## src/fault_status_pkg.sv

```systemverilog
package fault_status_pkg;

    // Register offsets on the control port
    localparam logic [7:0] ADDR_LATCHED_HEADSET = 8'h3A;
    localparam logic [7:0] ADDR_LATCHED_THRESHOLD_VOICE = 8'h3B;
    localparam logic [7:0] ADDR_LIVE_CLOCK = 8'h3C;
    localparam logic [7:0] ADDR_LIVE_CHANNEL_SUMMARY = 8'h3D;
    localparam logic [7:0] ADDR_LIVE_OUTPUT_ONE = 8'h40;

    localparam logic [7:0] STATUS_RESET = 8'h00;
    localparam logic [7:0] READ_UNMAPPED = 8'h00;

    // Headset register fields
    localparam int BIT_HEADSET_INSERT = 3;
    localparam int BIT_HEADSET_REMOVE = 2;
    localparam int BIT_HEADSET_HOOK = 1;

    // Threshold and voice register fields
    localparam int BIT_GPA_UPPER = 7;
    localparam int BIT_GPA_LOWER = 6;
    localparam int BIT_VOICE_POWER_UP = 5;
    localparam int BIT_VOICE_POWER_DOWN = 4;

    // Live clock register fields
    localparam int BIT_CLOCK_ERROR = 7;
    localparam int BIT_PLL_LOCK = 6;

    // Channel summary fields
    localparam int BIT_INPUT_CH1 = 7;
    localparam int BIT_INPUT_CH2 = 6;
    localparam int BIT_OUTPUT_CH1 = 5;
    localparam int BIT_OUTPUT_CH2 = 4;

    // Output one fault fields
    localparam int BIT_POS_SHORT = 7;
    localparam int BIT_NEG_SHORT = 6;
    localparam int BIT_POS_VGND = 5;
    localparam int BIT_NEG_VGND = 4;

    localparam int HEADSET_FLAGS = 3;
    localparam int THRESHOLD_VOICE_FLAGS = 4;
    localparam logic [2:0] HEADSET_FLAGS_RESET = 3'h0;
    localparam logic [3:0] THRESHOLD_VOICE_FLAGS_RESET = 4'h0;

endpackage : fault_status_pkg

```

## src/interrupt_fault_status_readback.sv

```systemverilog
// Operation
// - Headset insert sets latched bit 3 at 0x3A
// - Headset removal sets latched bit 2
// - Hook button press sets latched bit 1
// - Analog input upper threshold sets 0x3B bit 7
// - Analog input lower threshold sets bit 6
// - Voice power-up event sets bit 5
// - Voice power-down event sets bit 4
// - Clock error shows live at 0x3C bit 7
// - PLL lock shows live at bit 6
// - Input channel faults show at 0x3D bits 7,6
// - Output channel faults show at bits 5,4
// - Positive output short shows at 0x40 bit 7
// - Negative output short shows at bit 6
// - Positive driver virtual ground fault at bit 5
// - Negative driver virtual ground fault at bit 4
// - Reserved bits read zero; host writes zero
// - All status registers read 0x00 after reset
`timescale 1ns/1ps
`default_nettype none

module interrupt_fault_status_readback
    import fault_status_pkg::*;
(
    input wire logic clk,
    input wire logic rst_n,
    // Control port access
    input wire logic [7:0] reg_addr,
    input wire logic reg_rd,
    input wire logic reg_wr,
    output logic [7:0] reg_rdata,
    output logic reg_rd_valid,
    output logic reg_wr_ack,
    // Event inputs, high while the detector reports the event
    input wire logic headset_insert_event,
    input wire logic headset_remove_event,
    input wire logic headset_hook_event,
    input wire logic analog_input_upper_event,
    input wire logic analog_input_lower_event,
    input wire logic voice_power_up_event,
    input wire logic voice_power_down_event,
    // Live conditions
    input wire logic clock_error,
    input wire logic pll_lock,
    input wire logic input_ch1_fault,
    input wire logic input_ch2_fault,
    input wire logic output_ch1_fault,
    input wire logic output_ch2_fault,
    input wire logic output_one_positive_pin_short,
    input wire logic output_one_negative_pin_short,
    input wire logic positive_driver_vgnd_fault,
    input wire logic negative_driver_vgnd_fault
);

    logic [HEADSET_FLAGS-1:0] latched_headset_flags;
    logic [THRESHOLD_VOICE_FLAGS-1:0] latched_threshold_voice_flags;
    logic [1:0] live_clock_flags;
    logic [3:0] channel_fault_summary_bits;
    logic [3:0] output_one_fault_bits;

    logic [HEADSET_FLAGS-1:0] headset_events;
    logic [THRESHOLD_VOICE_FLAGS-1:0] threshold_voice_events;
    logic read_headset;
    logic read_threshold_voice;
    logic [7:0] headset_image;
    logic [7:0] threshold_voice_image;
    logic [7:0] live_clock_image;
    logic [7:0] channel_summary_image;
    logic [7:0] output_one_image;
    logic [7:0] next_rdata;

    // Headset flag vectors are ordered insert, remove, hook from the top
    assign headset_events = {headset_insert_event, headset_remove_event, headset_hook_event};
    assign threshold_voice_events = {analog_input_upper_event, analog_input_lower_event,
                                     voice_power_up_event, voice_power_down_event};

    // Only a read clears; write strobes do not reach the flags
    assign read_headset = reg_rd && (reg_addr == ADDR_LATCHED_HEADSET);
    assign read_threshold_voice = reg_rd && (reg_addr == ADDR_LATCHED_THRESHOLD_VOICE);

    // An event in the clearing cycle survives for the next read
    always_ff @(posedge clk or negedge rst_n) begin
        if (!rst_n) begin
            latched_headset_flags <= HEADSET_FLAGS_RESET;
        end else begin
            latched_headset_flags <= (read_headset ? HEADSET_FLAGS_RESET : latched_headset_flags)
                                     | headset_events;
        end
    end

    always_ff @(posedge clk or negedge rst_n) begin
        if (!rst_n) begin
            latched_threshold_voice_flags <= THRESHOLD_VOICE_FLAGS_RESET;
        end else begin
            latched_threshold_voice_flags <= (read_threshold_voice ? THRESHOLD_VOICE_FLAGS_RESET
                                              : latched_threshold_voice_flags)
                                             | threshold_voice_events;
        end
    end

    // Live conditions are sampled every cycle, with no latching
    always_ff @(posedge clk or negedge rst_n) begin
        if (!rst_n) begin
            live_clock_flags <= '0;
            channel_fault_summary_bits <= '0;
            output_one_fault_bits <= '0;
        end else begin
            live_clock_flags <= {clock_error, pll_lock};
            channel_fault_summary_bits <= {input_ch1_fault, input_ch2_fault,
                                           output_ch1_fault, output_ch2_fault};
            output_one_fault_bits <= {output_one_positive_pin_short, output_one_negative_pin_short,
                                      positive_driver_vgnd_fault, negative_driver_vgnd_fault};
        end
    end

    // Register images; every bit not placed reads zero
    always_comb begin
        headset_image = STATUS_RESET;
        headset_image[BIT_HEADSET_INSERT] = latched_headset_flags[2];
        headset_image[BIT_HEADSET_REMOVE] = latched_headset_flags[1];
        headset_image[BIT_HEADSET_HOOK] = latched_headset_flags[0];

        threshold_voice_image = STATUS_RESET;
        threshold_voice_image[BIT_GPA_UPPER] = latched_threshold_voice_flags[3];
        threshold_voice_image[BIT_GPA_LOWER] = latched_threshold_voice_flags[2];
        threshold_voice_image[BIT_VOICE_POWER_UP] = latched_threshold_voice_flags[1];
        threshold_voice_image[BIT_VOICE_POWER_DOWN] = latched_threshold_voice_flags[0];

        live_clock_image = STATUS_RESET;
        live_clock_image[BIT_CLOCK_ERROR] = live_clock_flags[1];
        live_clock_image[BIT_PLL_LOCK] = live_clock_flags[0];

        channel_summary_image = STATUS_RESET;
        channel_summary_image[BIT_INPUT_CH1] = channel_fault_summary_bits[3];
        channel_summary_image[BIT_INPUT_CH2] = channel_fault_summary_bits[2];
        channel_summary_image[BIT_OUTPUT_CH1] = channel_fault_summary_bits[1];
        channel_summary_image[BIT_OUTPUT_CH2] = channel_fault_summary_bits[0];

        output_one_image = STATUS_RESET;
        output_one_image[BIT_POS_SHORT] = output_one_fault_bits[3];
        output_one_image[BIT_NEG_SHORT] = output_one_fault_bits[2];
        output_one_image[BIT_POS_VGND] = output_one_fault_bits[1];
        output_one_image[BIT_NEG_VGND] = output_one_fault_bits[0];
    end

    always_comb begin
        if (reg_addr == ADDR_LATCHED_HEADSET) begin
            next_rdata = headset_image;
        end else if (reg_addr == ADDR_LATCHED_THRESHOLD_VOICE) begin
            next_rdata = threshold_voice_image;
        end else if (reg_addr == ADDR_LIVE_CLOCK) begin
            next_rdata = live_clock_image;
        end else if (reg_addr == ADDR_LIVE_CHANNEL_SUMMARY) begin
            next_rdata = channel_summary_image;
        end else if (reg_addr == ADDR_LIVE_OUTPUT_ONE) begin
            next_rdata = output_one_image;
        end else begin
            next_rdata = READ_UNMAPPED;
        end
    end

    // Read data is captured with the flags as they were before the clear
    always_ff @(posedge clk or negedge rst_n) begin
        if (!rst_n) begin
            reg_rdata <= STATUS_RESET;
            reg_rd_valid <= 1'b0;
        end else begin
            reg_rd_valid <= reg_rd;
            if (reg_rd) begin
                reg_rdata <= next_rdata;
            end
        end
    end

    // Writes are acknowledged and discarded
    always_ff @(posedge clk or negedge rst_n) begin
        if (!rst_n) begin
            reg_wr_ack <= 1'b0;
        end else begin
            reg_wr_ack <= reg_wr;
        end
    end

endmodule : interrupt_fault_status_readback

`default_nettype wire

```

## config.mk

```make
export PLATFORM = sky130hd
export DESIGN_NAME = interrupt_fault_status_readback
export DESIGN_NICKNAME = d
export VERILOG_FILES = /design/src/fault_status_pkg.sv /design/src/interrupt_fault_status_readback.sv
export SDC_FILE = /design/constraint.sdc
export NUM_CORES = 1
export LEC_CHECK = 0
export BUFFER_PORTS_ARGS = -buffer_cell sky130_fd_sc_hd__buf_4
export CORE_UTILIZATION = 30
export CTS_BUF_LIST = sky130_fd_sc_hd__clkbuf_16
export DETAILED_ROUTE_END_ITERATION = 8
export PLACE_DENSITY = 0.61
export SYNTH_ARGS = -nofsm -noshare
export SYNTH_HDL_FRONTEND = slang
export SYNTH_SLANG_ARGS = --single-unit
export TNS_END_PERCENT = 50
```

## constraint.sdc

```tcl
create_clock -name clk -period 2.4 [get_ports clk]
set_clock_uncertainty 0.05 [all_clocks]
set_input_delay 0.12 -clock clk [delete_from_list [all_inputs] [get_ports clk]]
set_output_delay 0.12 -clock clk [all_outputs]
set_load 0.02 [all_outputs]
```

==> flow_summary.json <==
{
  "worstSkewPairLatency_ns": 0.26,
  "drtAntennaViolNets": 0,
  "dr_total_vias": 834,
  "ys.flop_type": "dfrtp_1",
  "via_per_inst": 4.48,
  "start_kind": "primary input",
  "areaGrowthSynthToFinish_pct": 53.6,
  "netlist_area_mm2": 0.00105,
  "hold_depth": 1,
  "setup.worst_path.start": "reg_addr[5]",
  "critPathArrivalTime_ns": 1.30,
  "nNetsFinal": 171,
  "fin_area_mm2": 0.00162,
  "root_buffer": "clkbuf_16",
  "wl_per_cell_um": 12.0,
  "synth_area_per_cell_um2": 12.4,
  "slew_headroom_pct": 56.1,
  "min_to": "reg_rd_valid",
  "worstSetupPathType": "primary input to register",
  "routed_wl_um": 2240,
  "antenna_cells": 0,
  "cts.reportedPaths.clkPinSlew_ns": 0.06,
  "yosysWarnings": 0,
  "hold_viol_final": 0,
  "htreeDepth": 1,
  "cts_tree": "built",
  "num_rows": 21,
  "max-cap-violations": 0,
  "drc": 0,
  "final_common_cell": "buf_4",
  "p_clk_share_pct": 38.6,
  "ios": 39,
  "worstSetupEndpointType": "register",
  "combPwrFrac_pct": 12.2,
  "power.density_mw_per_mm2": 576,
  "crit_slowest_cell": "nor4b_1",
  "die_h_um": 61.3,
  "placed_area_mm2": 0.00136,
  "max_stage_delay_ns": 0.60,
  "ff2ff_setup_slack_ns": 1.30,
  "status": "finished clean",
  "ctsResizeCount": 0,
  "cts_sinks": 26,
  "fin_crit_ns": 1.15,
  "hold_path.class": "primary input to register",
  "setup_violations": 0,
  "p_leak_nw": 0.750,
  "cts.path.max_buffers": 2,
  "required_ns": 2.55,
  "grt_max_degree": 27,
  "seqPwrFrac_pct": 49.2,
  "numCtsBuffers": 3,
  "finalMaxSlewViolations": 0,
  "dieArea_mm2": 0.00376,
  "reg2reg_depth": 3,
  "p_switching_uw": 192,
  "synth_async_sr_flop_share_pct": 100,
  "yosysSeqAreaShare_pct": 61.7,
  "grt_pass1_wl_um": 3590,
  "syn-num-nets": 114,
  "grt-ovfl-total": 0,
  "crit_path_cell_trace": "buf_4 -> nor4b_1 -> and3_1 -> o221ai_1 -> nand3_1",
  "port_buffers": 37,
  "finalPower_uw": 933,
  "drive_gt1_share_pct": 32.1,
  "tns_ns": 0,
  "drt_iter0_drc": 10,
  "grt_antenna_before_repair": 0,
  "critical_path.max_fanout": 4,
  "floorplan.initialDensity_pct": 31.4,
  "rsz0062_at_grt": "no",
  "core_area_mm2": 0.00336,
  "period_share_pct": 47.9,
  "max-vdd-ir-drop_mv": 0.358,
  "postSynthCellCount": 85,
  "min_from": "reg_rd",
  "die_width_um": 61.3,
  "place_hpwl_um": 1670,
  "grt_pass1_vias": 831,
  "track_usage_pct": 13.7,
  "finalWeightedCongestion": 0.860,
  "switching_share_pct": 20.6,
  "max_slew.worst_pin.slew_ns": 0.649,
  "yosysUniqueCellTypes": 30,
  "rr_endpoint": "reg_rdata[7]",
  "first_pass_iters": 4,
  "fmax_ghz": 0.869,
  "regToRegStartpoint": "live_clock_flags[1]",
  "final_cell_mix": "buf_4 (37), dfrtp_1 (26), dlygate4sd3_1 (19)",
  "synth-edff-count": 0,
  "power.internal_uw": 741,
  "ys_ff_latch": 26
}
cells in the mapped netlist (2+ instances only):
| master | count | area (µm²) |
|---|---|---|
| dfrtp_1 | 26 | 651 |
| o221a_2 | 2 | 22.5 |
| nand2_1 | 7 | 26.3 |
| o22ai_1 | 3 | 18.8 |
| o2bb2ai_1 | 2 | 17.5 |
| inv_1 | 6 | 22.5 |
| buf_6 | 2 | 22.5 |
| and2b_1 | 2 | 15.0 |
| a21o_1 | 7 | 52.6 |
| a32oi_1 | 2 | 17.5 |
| nand3_1 | 7 | 35.0 |
power groups by stage:
stage | registers (mW) | clock network, mW | logic (mW)
floorplan | 0.472 | 0 | 0.0258
global placement | 0.467 | 0 | 0.0889
detailed placement | 0.467 | 0 | 0.0910
CTS | 0.459 | 0.369 | 0.115
global route | 0.460 | 0.384 | 0.124
finish | 0.459 | 0.360 | 0.114
per-stage QoR:
stage          hold WS (ns)  worst slack [ns]  util, %  std cells
3_5_place_dp       -0.00778              1.02     40.3        164
4_1_cts              0.0340              1.28     48.2        186
5_1_grt              0.0378              1.05     48.2        186
2_1_floorplan        -0.226              1.25        -         85
6_report             0.0394              1.25     48.2        186
3_3_place_gp        -0.0124              1.02     40.3        164
worst max path at each step:
stage,slack (ns),end
after CTS,1.28,reg_rdata[4]
after global placement,1.02,reg_rdata[4]
final,1.25,reg_rdata[4]
after global routing,1.05,reg_rdata[4]
after floorplan,1.25,reg_rdata[5]
after detailed placement,1.02,reg_rdata[4]
layout make-up:
cell class	count	area [µm²]
Timing Repair Buffer	56	468
Clock buffer	3	75.1
Tap cell	46	57.6
Multi-Input combinational cell	49	347
Inverter	6	22.5
Sequential cell	26	651
Fill cell	325	1740
routing by layer:
metal,global-route usage (%),share of wire [%],wire (µm),vias up
met4,8.44,2.0,45,0
li1,-,-,-,419
met5,0,0,0,-
met2,22.2,51,1130,25
met3,5.67,5.6,125,5
met1,15.0,42,931,385
cells by family after synthesis:
kind of cell    share of synthesized area, %
simple gates                            17.1
flops                                   61.7
compound gates                          15.4
buf+inv                                 5.46
other cells                            0.356
flip-flops by register name, indices dropped and copies added (netlist names):
name / flops
reg_rd_valid: 1
reg_wr_ack: 1
latched_threshold_voice_flags: 4
live_clock_flags: 2
output_one_fault_bits: 4
channel_fault_summary_bits: 4
reg_rdata: 7
latched_headset_flags: 3
worst max-delay path: cells and delay by family:
family	cells	cell delay [ns]
compound gates	1	0.11
buf+inv	1	0.11
simple gates	3	0.95
what timing repair did:
action | in CTS | in global routing
buffers inserted | 0 | 0
hold buffers | 19 | 0
hold endpoints to repair | 44 | 0
No activity file was read; power rests on OpenSTA's default activity.
